$ cat src/hbh_consts.svh
// Offsets, field positions, sizes, the empty status and the command code of the
// HDLC buffer handshake block. Assumes inclusion by bare name.
`ifndef HBH_CONSTS_SVH
`define HBH_CONSTS_SVH

// ****************************************
// Shared RAM map (host byte addresses)
// ****************************************
`define HBH_ADDR_W        6
`define HBH_RX_BUF_BASE   6'h00
`define HBH_TX_BUF_BASE   6'h10
`define HBH_RX_STAT0      6'h20
`define HBH_RX_STAT1      6'h21
`define HBH_TX_STAT0      6'h22
`define HBH_TX_STAT1      6'h23
`define HBH_CMD           6'h24
`define HBH_SYS_ERR       6'h25

// ****************************************
// Status word fields
// ****************************************
`define HBH_LEN_LSB       0
`define HBH_LEN_MSB       3
`define HBH_ERR_LSB       4
`define HBH_ERR_MSB       5
`define HBH_RX_SFRM       6
`define HBH_RX_EFRM       7
`define HBH_TX_SFRM       4
`define HBH_TX_EFRM       5
`define HBH_TX_FRAB       6
`define HBH_BUF_BYTES     4'h8
`define HBH_STAT_EMPTY    8'h00

// ****************************************
// Command and error word bits, receive FIFO depth
// ****************************************
`define HBH_CMD_RUN       8'h01
`define HBH_ERR_RX_BIT    0
`define HBH_FIFO_DEPTH    16

`endif

$ cat src/hbh_pkg.sv
// Types shared by the buffer handshake block and its FIFO.
// Assumes the constants header is compiled alongside.
`default_nettype none

package hbh_pkg;

  // ****************************************
  // Entry carried from the deframer to the fill engine
  // ****************************************
  typedef struct packed {
    logic       frameEnd;
    logic       frameStart;
    logic [1:0] errKind;
    logic [7:0] data;
  } hbh_rx_entry_t;

  typedef enum logic [0:0] {RX_WAIT, RX_FILL} hbh_rx_state_t;
  typedef enum logic [1:0] {TX_IDLE, TX_CHECK, TX_SEND} hbh_tx_state_t;

endpackage

`default_nettype wire

$ cat src/hbh_buffer_handshake.sv
// HDLC buffer handshake: receive fill engine, transmit drain engine and
// the shared RAM window seen by the host. Host port, deframer and framer
// are all synchronous to core_clk.
`default_nettype none
`include "hbh_consts.svh"

module hbh_buffer_handshake (
  // Clock and reset
  input  wire logic       core_clk,
  input  wire logic       rst,
  // Host shared RAM port
  input  wire logic [5:0] hostAddr,
  input  wire logic       hostWrEn,
  input  wire logic [7:0] hostWrData,
  input  wire logic       hostRdEn,
  output logic      [7:0] hostRdData,
  // Deframer stream in
  input  wire logic       rxInValid,
  input  wire logic [7:0] rxInData,
  input  wire logic       rxInStart,
  input  wire logic       rxInEnd,
  input  wire logic [1:0] rxInErr,
  output logic            rxInReady,
  // Framer stream out
  output logic            txOutValid,
  output logic      [7:0] txOutData,
  output logic            txOutStart,
  output logic            txOutEnd,
  output logic            txOutAbort,
  input  wire logic       txOutReady,
  // Buffer events
  output logic            rx_buffer_full_irq,
  output logic            tx_buffer_empty_irq
);

  // ****************************************
  // State
  // ****************************************
  typedef struct packed {
    logic [15:0][7:0]      rxMem;
    logic [15:0][7:0]      txMem;
    logic [1:0][7:0]       rxStat;
    logic [1:0][7:0]       txStat;
    logic [7:0]            system_error_word;
    logic                  txRun;
    hbh_pkg::hbh_rx_state_t rxState;
    logic                  rxBuf;
    logic [3:0]            rxCnt;
    logic                  rxSfrm;
    hbh_pkg::hbh_tx_state_t txState;
    logic                  txBuf;
    logic [3:0]            txIdx;
    logic                  txValid;
    logic [7:0]            txData;
    logic                  txFirst;
    logic                  txLast;
    logic                  txAbort;
    logic [7:0]            rdData;
    logic                  rxIrq;
    logic                  txIrq;
  } hbh_state_t;

  hbh_state_t            q;
  hbh_state_t            d;
  hbh_pkg::hbh_rx_entry_t inEntry;
  hbh_pkg::hbh_rx_entry_t fifoEntry;
  logic                  fifoValid;
  logic                  fifoPop;

  // ****************************************
  // Receive FIFO between deframer and buffers
  // ****************************************
  assign inEntry = '{frameEnd: rxInEnd, frameStart: rxInStart, errKind: rxInErr,
                     data: rxInData};
  assign fifoPop = (q.rxState == hbh_pkg::RX_FILL);

  hbh_fifo #(
    .WIDTH ($bits(hbh_pkg::hbh_rx_entry_t)),
    .DEPTH (`HBH_FIFO_DEPTH)
  ) rxFifo (
    .clk      (core_clk),
    .rst      (rst),
    .inValid  (rxInValid),
    .inData   (inEntry),
    .inReady  (rxInReady),
    .outValid (fifoValid),
    .outData  (fifoEntry),
    .outReady (fifoPop)
  );

  // Outputs straight from flops
  assign hostRdData          = q.rdData;
  assign txOutValid          = q.txValid;
  assign txOutData           = q.txData;
  assign txOutStart          = q.txFirst;
  assign txOutEnd            = q.txLast;
  assign txOutAbort          = q.txAbort;
  assign rx_buffer_full_irq  = q.rxIrq;
  assign tx_buffer_empty_irq = q.txIrq;

  // ****************************************
  // Next state
  // ****************************************
  always_comb
  begin
    logic [7:0] txSt;
    logic [3:0] txLen;
    logic [3:0] nextCnt;
    logic       effStart;
    txSt     = q.txStat[q.txBuf];
    txLen    = (txSt[`HBH_LEN_MSB:`HBH_LEN_LSB] == 4'h0) ? 4'h1 : txSt[`HBH_LEN_MSB:`HBH_LEN_LSB];
    nextCnt  = q.rxCnt + 4'h1;
    effStart = (q.rxCnt == 4'h0) ? fifoEntry.frameStart : q.rxSfrm;
    d        = q;
    d.rxIrq  = 1'b0;
    d.txIrq  = 1'b0;

    // Host read mux, one cycle of latency
    if (hostRdEn)
    begin
      if (hostAddr < `HBH_TX_BUF_BASE)
        d.rdData = q.rxMem[hostAddr[3:0]];
      else if (hostAddr < `HBH_RX_STAT0)
        d.rdData = q.txMem[hostAddr[3:0]];
      else
        case (hostAddr)
          `HBH_RX_STAT0: d.rdData = q.rxStat[0];
          `HBH_RX_STAT1: d.rdData = q.rxStat[1];
          `HBH_TX_STAT0: d.rdData = q.txStat[0];
          `HBH_TX_STAT1: d.rdData = q.txStat[1];
          `HBH_CMD:      d.rdData = {7'h00, q.txRun};
          `HBH_SYS_ERR:  d.rdData = q.system_error_word;
          default:       d.rdData = 8'h00;
        endcase
    end

    // Host writes first, so device updates below win a same-cycle clash
    if (hostWrEn)
    begin
      if (hostAddr >= `HBH_TX_BUF_BASE && hostAddr < `HBH_RX_STAT0)
        d.txMem[hostAddr[3:0]] = hostWrData;
      case (hostAddr)
        `HBH_RX_STAT0: d.rxStat[0] = hostWrData;
        `HBH_RX_STAT1: d.rxStat[1] = hostWrData;
        `HBH_TX_STAT0: d.txStat[0] = hostWrData;
        `HBH_TX_STAT1: d.txStat[1] = hostWrData;
        `HBH_CMD:      d.txRun     = (hostWrData == `HBH_CMD_RUN);
        `HBH_SYS_ERR:  d.system_error_word    = q.system_error_word & ~hostWrData;   // Write one to clear
        default:       d.txRun     = d.txRun;
      endcase
    end

    // Receive fill engine
    case (q.rxState)
      hbh_pkg::RX_WAIT:
      begin
        // Availability is checked only when data is ready to be placed
        if (fifoValid)
        begin
          if (q.rxStat[q.rxBuf] == `HBH_STAT_EMPTY)
          begin
            d.rxState = hbh_pkg::RX_FILL;
            d.rxCnt   = 4'h0;
          end
          else
            d.system_error_word[`HBH_ERR_RX_BIT] = 1'b1;
        end
      end
      hbh_pkg::RX_FILL:
      begin
        if (fifoValid)
        begin
          d.rxMem[{q.rxBuf, q.rxCnt[2:0]}] = fifoEntry.data;
          d.rxSfrm = effStart;
          d.rxCnt  = nextCnt;
          if (fifoEntry.frameEnd || nextCnt == `HBH_BUF_BYTES)
          begin
            d.rxStat[q.rxBuf][`HBH_LEN_MSB:`HBH_LEN_LSB] = nextCnt;
            d.rxStat[q.rxBuf][`HBH_ERR_MSB:`HBH_ERR_LSB] =
              fifoEntry.frameEnd ? fifoEntry.errKind : 2'b00;
            d.rxStat[q.rxBuf][`HBH_RX_SFRM] = effStart;
            d.rxStat[q.rxBuf][`HBH_RX_EFRM] = fifoEntry.frameEnd;
            d.rxIrq   = 1'b1;
            d.rxBuf   = !q.rxBuf;
            d.rxState = hbh_pkg::RX_WAIT;
          end
        end
        else
          d.rxState = hbh_pkg::RX_FILL;   // Stream gap inside a buffer: hold
      end
      default: d.rxState = hbh_pkg::RX_WAIT;
    endcase

    // Transmit drain engine
    case (q.txState)
      hbh_pkg::TX_IDLE:
      begin
        // Run starts at buffer zero; TX_CHECK waits until its status is no longer empty
        if (q.txRun)
        begin
          d.txState = hbh_pkg::TX_CHECK;
          d.txBuf   = 1'b0;
        end
      end
      hbh_pkg::TX_CHECK:
      begin
        if (!q.txRun)
          d.txState = hbh_pkg::TX_IDLE;
        else if (txSt != `HBH_STAT_EMPTY)
        begin
          d.txState = hbh_pkg::TX_SEND;
          d.txIdx   = 4'h0;
        end
      end
      hbh_pkg::TX_SEND:
      begin
        if (!q.txValid || txOutReady)
        begin
          if (q.txIdx < txLen)
          begin
            d.txValid = 1'b1;
            d.txData  = txSt[`HBH_TX_FRAB] ? 8'h00 : q.txMem[{q.txBuf, q.txIdx[2:0]}];
            d.txFirst = (q.txIdx == 4'h0) && txSt[`HBH_TX_SFRM];
            d.txLast  = (q.txIdx == txLen - 4'h1) && txSt[`HBH_TX_EFRM];
            d.txAbort = (q.txIdx == txLen - 4'h1) && txSt[`HBH_TX_FRAB];
            d.txIdx   = q.txIdx + 4'h1;
          end
          else
          begin
            // Last beat accepted: hand the buffer back
            d.txValid             = 1'b0;
            d.txStat[q.txBuf]     = `HBH_STAT_EMPTY;
            d.txIrq               = 1'b1;
            d.txBuf               = !q.txBuf;
            d.txState             = hbh_pkg::TX_CHECK;
          end
        end
      end
      default: d.txState = hbh_pkg::TX_IDLE;
    endcase
  end

  // Registered state
  always_ff @(posedge core_clk)
  begin
    if (rst)
      q <= '0;
    else
      q <= d;
  end

endmodule

`default_nettype wire

$ cat src/hbh_fifo.sv
// Synchronous FIFO with valid/ready on both sides.
// Assumes both sides run on the same clock.
`default_nettype none

module hbh_fifo #(
  parameter int WIDTH = 12,
  parameter int DEPTH = 16
) (
  // Clock and reset
  input  wire logic             clk,
  input  wire logic             rst,
  // Filling side
  input  wire logic             inValid,
  input  wire logic [WIDTH-1:0] inData,
  output logic                  inReady,
  // Draining side
  output logic                  outValid,
  output logic      [WIDTH-1:0] outData,
  input  wire logic             outReady
);

  localparam int AW = $clog2(DEPTH);

  typedef struct packed {
    logic [DEPTH-1:0][WIDTH-1:0] mem;
    logic [AW:0]                 wrPtr;
    logic [AW:0]                 rdPtr;
  } hbh_fifo_state_t;

  hbh_fifo_state_t q;
  hbh_fifo_state_t d;
  logic            isFull;
  logic            isEmpty;

  // ****************************************
  // Flags from the extra pointer bit
  // ****************************************
  assign isEmpty  = (q.wrPtr == q.rdPtr);
  assign isFull   = (q.wrPtr[AW] != q.rdPtr[AW]) && (q.wrPtr[AW-1:0] == q.rdPtr[AW-1:0]);
  assign inReady  = !isFull;
  assign outValid = !isEmpty;
  assign outData  = q.mem[q.rdPtr[AW-1:0]];   // Memory flops, no extra stage

  // Pointer and memory update
  always_comb
  begin
    d = q;
    if (inValid && !isFull)
    begin
      d.mem[q.wrPtr[AW-1:0]] = inData;
      d.wrPtr                = q.wrPtr + 1'b1;
    end
    if (outReady && !isEmpty)
      d.rdPtr = q.rdPtr + 1'b1;
  end

  // Registered state
  always_ff @(posedge clk)
  begin
    if (rst)
      q <= '0;
    else
      q <= d;
  end

endmodule

`default_nettype wire

$ cat config.mk
export PLATFORM = sky130hd
export DESIGN_NAME = hbh_buffer_handshake
export DESIGN_NICKNAME = d
export VERILOG_FILES = /design/src/hbh_pkg.sv /design/src/hbh_buffer_handshake.sv /design/src/hbh_fifo.sv
export VERILOG_INCLUDE_DIRS = /design/src /design/src/src
export SDC_FILE = /design/constraint.sdc
export NUM_CORES = 1
export LEC_CHECK = 0
export ABC_CLOCK_PERIOD_IN_PS = 3800
export BUFFER_PORTS_ARGS = -buffer_cell sky130_fd_sc_hd__buf_4
export CAP_MARGIN = 20
export CORE_ASPECT_RATIO = 2
export CORE_UTILIZATION = 63
export DETAILED_ROUTE_END_ITERATION = 16
export GPL_TIMING_DRIVEN = 1
export PLACE_DENSITY = 0.84
export SLEW_MARGIN = 20
export SYNTH_ARGS = -nofsm -noshare
export SYNTH_HDL_FRONTEND = slang
export SYNTH_SLANG_ARGS = --single-unit
$ cat constraint.sdc
create_clock -name core_clk -period 3.8 [get_ports core_clk]
set_input_delay 0.76 -clock core_clk [delete_from_list [all_inputs] [get_ports core_clk]]
set_output_delay 0.76 -clock core_clk [all_outputs]
set_load 0.01 [all_outputs]
==> results of run 1 <==
-- stage by stage --
| stage | utilization [%] | cell area [µm²] | setup slack, ns | hold slack (ns) |
|---|---|---|---|---|
| detailed placement | 65.78 | 26020 | 0.1939 | 0.4381 |
| finish | 69.81 | 27620 | 0.6171 | 0.4529 |
| global placement | 65.76 | 26020 | 0.2347 | 0.4357 |
| floorplan | - | 25430 | 1.193 | 0.4265 |
| global route | 69.81 | 27620 | 0.3827 | 0.4709 |
| CTS | 69.79 | 27610 | 0.4230 | 0.4523 |
-- state kept, by name (all words and copies together) (netlist names), 8 cells and up --
signal,cells
q,310
rxFifo.q,202
hostRdData,8
txOutData,8
-- cell type report --
cell class              count  area [µm²]
fillers                  2844       11940
well taps                 525       656.9
repair buffers            130        1059
flip-flops and latches    535       10720
inverters                  11       41.29
multi-input cells        1653       13560
clock buffers              63        1336
clock inverters            23       250.2
-- worst register-to-register path: cells and delay by family, from the launching register on --
kind                     cells  cell delay, ns
flip-flops                   1            0.70
buffers and inverters        1            0.19
AO/OA/AOI/OAI                5            1.43
adder cells (fa/ha/maj)      1            0.19
AND/OR/NAND/NOR              2            0.22
multiplexers                 1            0.33
-- placed cells by master (no fill, tap or decap), types with 10 or more instances in the layout --
cell type / count
clkbuf_16: 47
ha_1: 16
mux4_2: 132
nor3_1: 21
nand4_1: 13
a211oi_1: 23
o22ai_1: 14
nand2b_1: 21
dfxtp_1: 531
mux4_1: 26
o21ai_0: 24
xor2_1: 13
inv_1: 10
nand3_2: 12
nand3_1: 75
buf_4: 123
nor2b_1: 16
clkinv_2: 10
mux2i_1: 456
nand2_1: 100
a21oi_1: 91
mux2_2: 14
clkbuf_8: 10
nor2_1: 484
-- worst paths after layout --
kind | from | cells after the start | slack, ns | to
worst min register to register | q[43] | 2 | 0.45 | q[43]
worst min-delay path | q[43] | 2 | 0.45 | q[43]
worst max-delay path | q[26] | 10 | 0.62 | q[59]
worst max register to register | q[26] | 10 | 0.62 | q[59]
-- per-layer routing --
layer  wire (µm)  global-route usage [%]  vias to the layer above
met5           0                       0                        -
li1            -                       -                     8526
met4        4890                   23.91                        0
met3        4424                   5.373                      289
met1       23500                   35.37                     9328
met2       35290                   59.77                      911
-- cell families after synthesis --
family | count (synthesis) | synth area share [%]
adders and majority gates | 16 | 0.7873
xor gates and xnor gates | 22 | 0.7578
and+or+nand+nor | 783 | 13.61
buffers and inverters | 230 | 4.685
DFF | 535 | 42.12
muxes | 628 | 32.95
AOI/OAI and AO/OA | 204 | 5.088
-- power breakdown --
part           internal [µW]  switching [µW]  total (µW)  leakage, µW
logic                    333             579         912      0.00736
clock network           2710            2200        4910     0.000781
registers               5660            71.7        5730      0.00432
total                   8700            2850       11600       0.0125
==> results by group, run 1 <==
Setup path
  • CP Max Fanout: 15
  • CP top delay family: compound AO/OA/AOI/OAI gates
  • Crit-path cells: inv_1 > mux2_2 > a221o_1 > ha_1 > nor2b_1 > o21a_1 > o21a_1 > o21bai_1 > o21bai_1 > nor2_1
  • Critical path class: reg -> reg
  • Arr. time, crit path: 3.63 ns
  • Startpoint Class: flop
  • Worst Path Buf+Inv: 1
  • Req. time, crit path: 4.25 ns
  • Slowest CP cell: dfxtp_1
  • Crit. End Element: flop
  • Slowest cell delay on critical path: 0.70 ns

Placed design
  • I/O Buffers: 54
  • DP HPWL: 45550 µm
  • GP Congestion: 0.9176
  • Inst Count DP: 2854

STA
  • Clk_skew: 0.02189 ns
  • Final setup fails: 0
  • Rel. slew slack: 25.60%
  • Final hold vios: 0
  • Final Critical Period: 3.183 ns
  • Setup TNS: 0 ns
  • Pins over their slew limit: 0
  • Worst-Margin Slew: 1.113 ns
  • Period utilisation layout: 83.76%
  • RSZ-0062 raised after global routing: false
  • Fmax: 0.3142 GHz

Logic synthesis
  • Area contributors post-synth: dfxtp_1 (42%), mux2i_1 (18%), mux4_2 (12%)
  • Synth top area share: 42.12%
  • Mapped cell area: 25430 µm²
  • Mapped Avg Cell Area: 10.52 µm²
  • Async S/R FF share, synth: 0%
  • Net count after synthesis: 2466
  • Number of synthesized flops with an enable pin: 0
  • Yosys warns: 0
  • Mapped Cells: 2418
  • Top-count cell post-synth: dfxtp_1
  • Largest area contributor in the netlist: dfxtp_1
  • Sequential share of the synthesized area: 42.12%
  • Flops & latches, synth: 535
  • Synth Flop Type: dfxtp_1
  • Unique cell type count in the Yosys netlist: 69
  • Synth cell count leaders: dfxtp_1 (535), nor2_1 (484), mux2i_1 (456)

Routing
  • Total wire length: 68100 µm
  • Drt initial violations: 1524
  • Remaining DRCs: 0
  • Drt pass-1 iters: 6
  • Via density: 6.481
  • Post-DR wirelength/cell: 23.16 µm
  • DR vias: 19054
  • Post-route ant nets: 0

Power and ir drop
  • P per Cell Area: 418.3 nW/µm²
  • Pwr Total: 11550 µW
  • Peak VDD IR: 0.3993 mV
  • Leak pwr: 0.01246 µW

Finish
  • Post-route non-filler standard cell count: 2940
  • Area grow syn2layout: 8.626%
  • ANT cells: 0
  • Share of cells above drive strength 1: 16.65%
  • Final-stage net count: 2426

Run status
  • Status: finished clean

Die
  • Die H: 286.1 µm
  • Io pins: 55
  • Starting Density: 64.27%
  • Die width: 144.1 µm
  • FP Rows: 103
  • Die Area: 41220 µm²
  • Core box area: 39560 µm²

CTS
  • Hold bufs inserted after CTS: 0
  • Postcts setup bufs: 0
  • Post-cts resize count: 0
  • Total CTS buffers: 47
  • TritonCTS Sinks: 535
  • TritonCTS clock tree: built
  • H-tree level count: 2
  • Worst-skew pair later-pin latency: 0.59 ns
  • Maximum clock path buffer count: 3
  • Reg clk slew, reported paths: 0.07 ns
  • Clk Tree Root Cell: clkbuf_16

Flow run
  • Number of max-cap violations: 0

GRT
  • Initial antenna violation count: 0
  • Vias in the first global route: 19553
  • Grt total ovfl: 0
  • Tot GR Track Use: 33.58%
  • First-pass GRT wire length: 105500 µm
  • Largest net degree at the start of global routing: 213

Worst hold path
  • Worst Hold Class: reg -> reg
No activity file was read; power rests on OpenSTA's default activity.
==> inputs of run 2 (changes only) <==
Settings changed: ABC_CLOCK_PERIOD_IN_PS 3800 to 2800, CORE_UTILIZATION 63 to 57, PLACE_DENSITY 0.84 to 0.8.
Clock period 3.8 ns to 2.8 ns, I/O delays scaled along.
==> results by group, run 2 (synthesis results as in run 1) <==
Placed design
  • DP HPWL: 46120 µm (was 45550 µm)
  • I/O Buffers: 54 (unchanged)
  • Dpl cell area: 26450 µm² (was 26020 µm²)
  • GP Congestion: 0.9245 (was 0.9176)

Die
  • Die H: 300.7 µm (was 286.1 µm)
  • Io pins: 55 (unchanged)
  • Core box area: 44050 µm² (was 39560 µm²)
  • Die Area: 45510 µm² (was 41220 µm²)
  • Die width: 151.3 µm (was 144.1 µm)
  • FP Rows: 109 (was 103)
  • Starting Density: 57.72% (was 64.27%)

GRT
  • Initial antenna violation count: 0 (unchanged)
  • Largest net degree at the start of global routing: 202 (was 213)
  • Grt total ovfl: 0 (unchanged)
  • Tot GR Track Use: 30.05% (was 33.58%)
  • First-pass GRT wire length: 105400 µm (was 105500 µm)
  • Vias in the first global route: 19580 (was 19553)

Setup path
  • Req. time, crit path: 2.24 ns (was 4.25 ns)
  • CP Max Fanout: 6 (was 15)
  • Crit. End Element: output port (was flop)
  • Arr. time, crit path: 2.08 ns (was 3.63 ns)
  • Startpoint Class: flop (unchanged)
  • Critical path class: reg -> out (was reg -> reg)

Routing
  • Post-DR wirelength/cell: 22.59 µm (was 23.16 µm)
  • Remaining DRCs: 0 (unchanged)
  • Drt pass-1 iters: 5 (was 6)
  • Total wire length: 67680 µm (was 68100 µm)
  • Via density: 6.351 (was 6.481)
  • DR vias: 19028 (was 19054)
  • Drt initial violations: 1402 (was 1524)
  • Post-route ant nets: 0 (unchanged)

Finish
  • Filler Cell Count: 3351 (was 2844)
  • Final instance area: 28080 µm² (was 27620 µm²)
  • Commonest non-fill, non-tap cell in the layout: dfxtp_1 (unchanged)
  • Area grow syn2layout: 10.44% (was 8.626%)
  • Share of cells above drive strength 1: 17.33% (was 16.65%)
  • ANT cells: 0 (unchanged)
  • Reg with most FFs: q (unchanged)
  • Most frequent cells in the layout: dfxtp_1 (529), nor2_1 (484), mux2i_1 (456), buf_4 (135), mux4_2 (132) (was dfxtp_1 (531), nor2_1 (484), mux2i_1 (456), mux4_2 (132), buf_4 (123))
  • Biggest regs: q x310, rxFifo.q x202 (unchanged)
  • Max reg flops: 310 (unchanged)
  • Final-stage net count: 2452 (was 2426)

Flow run
  • Number of max-cap violations: 0 (unchanged)

CTS
  • Clk Tree Root Cell: clkbuf_16 (unchanged)
  • Maximum clock path buffer count: 3 (unchanged)
  • Total CTS buffers: 46 (was 47)
  • Hold bufs inserted after CTS: 0 (unchanged)
  • Reg clk slew, reported paths: 0.07 ns (about the same)
  • Worst-skew pair later-pin latency: 0.61 ns (was 0.59 ns)
  • H-tree level count: 2 (unchanged)
  • TritonCTS clock tree: built (unchanged)
  • TritonCTS Sinks: 535 (unchanged)

STA
  • Clk_skew: 0.05418 ns (was 0.02189 ns)
  • Period utilisation layout: 94.45%
  • Pins over their slew limit: 0 (unchanged)
  • Rel. slew slack: 31.84% (was 25.60%)
  • RSZ-0062 raised after global routing: true (was false)
  • Final hold vios: 0 (unchanged)
  • Fmax: 0.3781 GHz
  • Setup TNS: 0 ns (unchanged)
  • Final setup fails: 0 (unchanged)
  • Worst-Margin Slew: 1.009 ns (was 1.113 ns)
  • Post-route worst hold slack: 0.3310 ns (was 0.4529 ns)
  • Final Critical Period: 2.645 ns

Power and ir drop
  • P per Cell Area: 568.1 nW/µm² (was 418.3 nW/µm²)
  • Clock share of power: 43.1% (was 42.5%)
  • Switch Pwr: 3892 µW (was 2854 µW)
  • Internal power: 12060 µW (was 8699 µW)
  • Seq pwr share: 48.6% (was 49.6%)
  • Leak pwr: 0.01268 µW (was 0.01246 µW)
  • Logic pwr share: 8.4% (was 7.9%)
  • Pwr Total: 15950 µW (was 11550 µW)
  • Peak VDD IR: 0.5445 mV (was 0.3993 mV)
  • Switching share of power: 24.39% (was 24.70%)

Worst hold path
  • Worst Hold Class: in -> reg (was reg -> reg)

Run status
  • Status: finished clean (unchanged)
run 2: cell count changes in the layout (fill, tap and decap cells not counted), sizes merged:
cell	delta
clkbuf	+4
buf	+27
clkinv	-8
bufinv	+3
inv	+1
clkinvlp	-1
run 2: timing repair:
item,CTS,global route
setup endpoints to repair,0,23
setup buffers,0,0
resized for setup,0,3
run 2: final cells by class:
| type | count | area [µm²] | area share [%] |
|---|---|---|---|
| clock inverter | 18 | 300.3 | 1.069 |
| clock buffer | 67 | 1320 | 4.701 |
| sequential | 535 | 10720 | 38.18 |
| inverter | 11 | 41.29 | 0.1470 |
| timing repair buffer | 157 | 1449 | 5.160 |
| multi-input combinational | 1653 | 13550 | 48.27 |
| tap | 555 | 694.4 | 2.473 |
run 2: worst paths after layout:
path                     from       endpoint  slack [ns]  cells past startpoint
setup / recovery  rxFifo.q[5]      rxInReady        0.16                      5
hold / removal    rxInData[6]  rxFifo.q[136]        0.33                      3
setup reg to reg        q[26]          q[24]        0.16                     10
hold reg to reg         q[40]          q[40]        0.46                      2
run 2: critical path, cell delays in order, from the launching register on:
cell and delay, ns:
dfxtp_1 0.47, xor2_1 0.15, nor4_4 0.41, buf_4 0.19, nand2_1 0.09, buf_4 0.18
run 2: per-layer routing:
metal  track usage, %  share of wire [%]
met5                0                  0
met1            32.23                 35
met4            21.83                7.3
met3            4.470                6.1
met2            52.71                 51
run 2: power groups by stage:
stage | Clock, µW | Sequential [µW] | Combinational [µW]
after global routing | 7260 | 7750 | 1420
after floorplan | 0 | 7890 | 944
after detailed placement | 0 | 7920 | 1320
final | 6870 | 7750 | 1340
after CTS | 6940 | 7750 | 1320
after global placement | 0 | 7920 | 1290
run 2: stage by stage:
step	utilization (%)	setup slack (ns)	cells
global route	63.75	-0.04244	2996
CTS	63.72	0.009765	2996
detailed placement	60.04	-0.1986	2911
global placement	60.03	-0.1736	2911
finish	63.75	0.1555	2996
floorplan	-	0.1934	2418
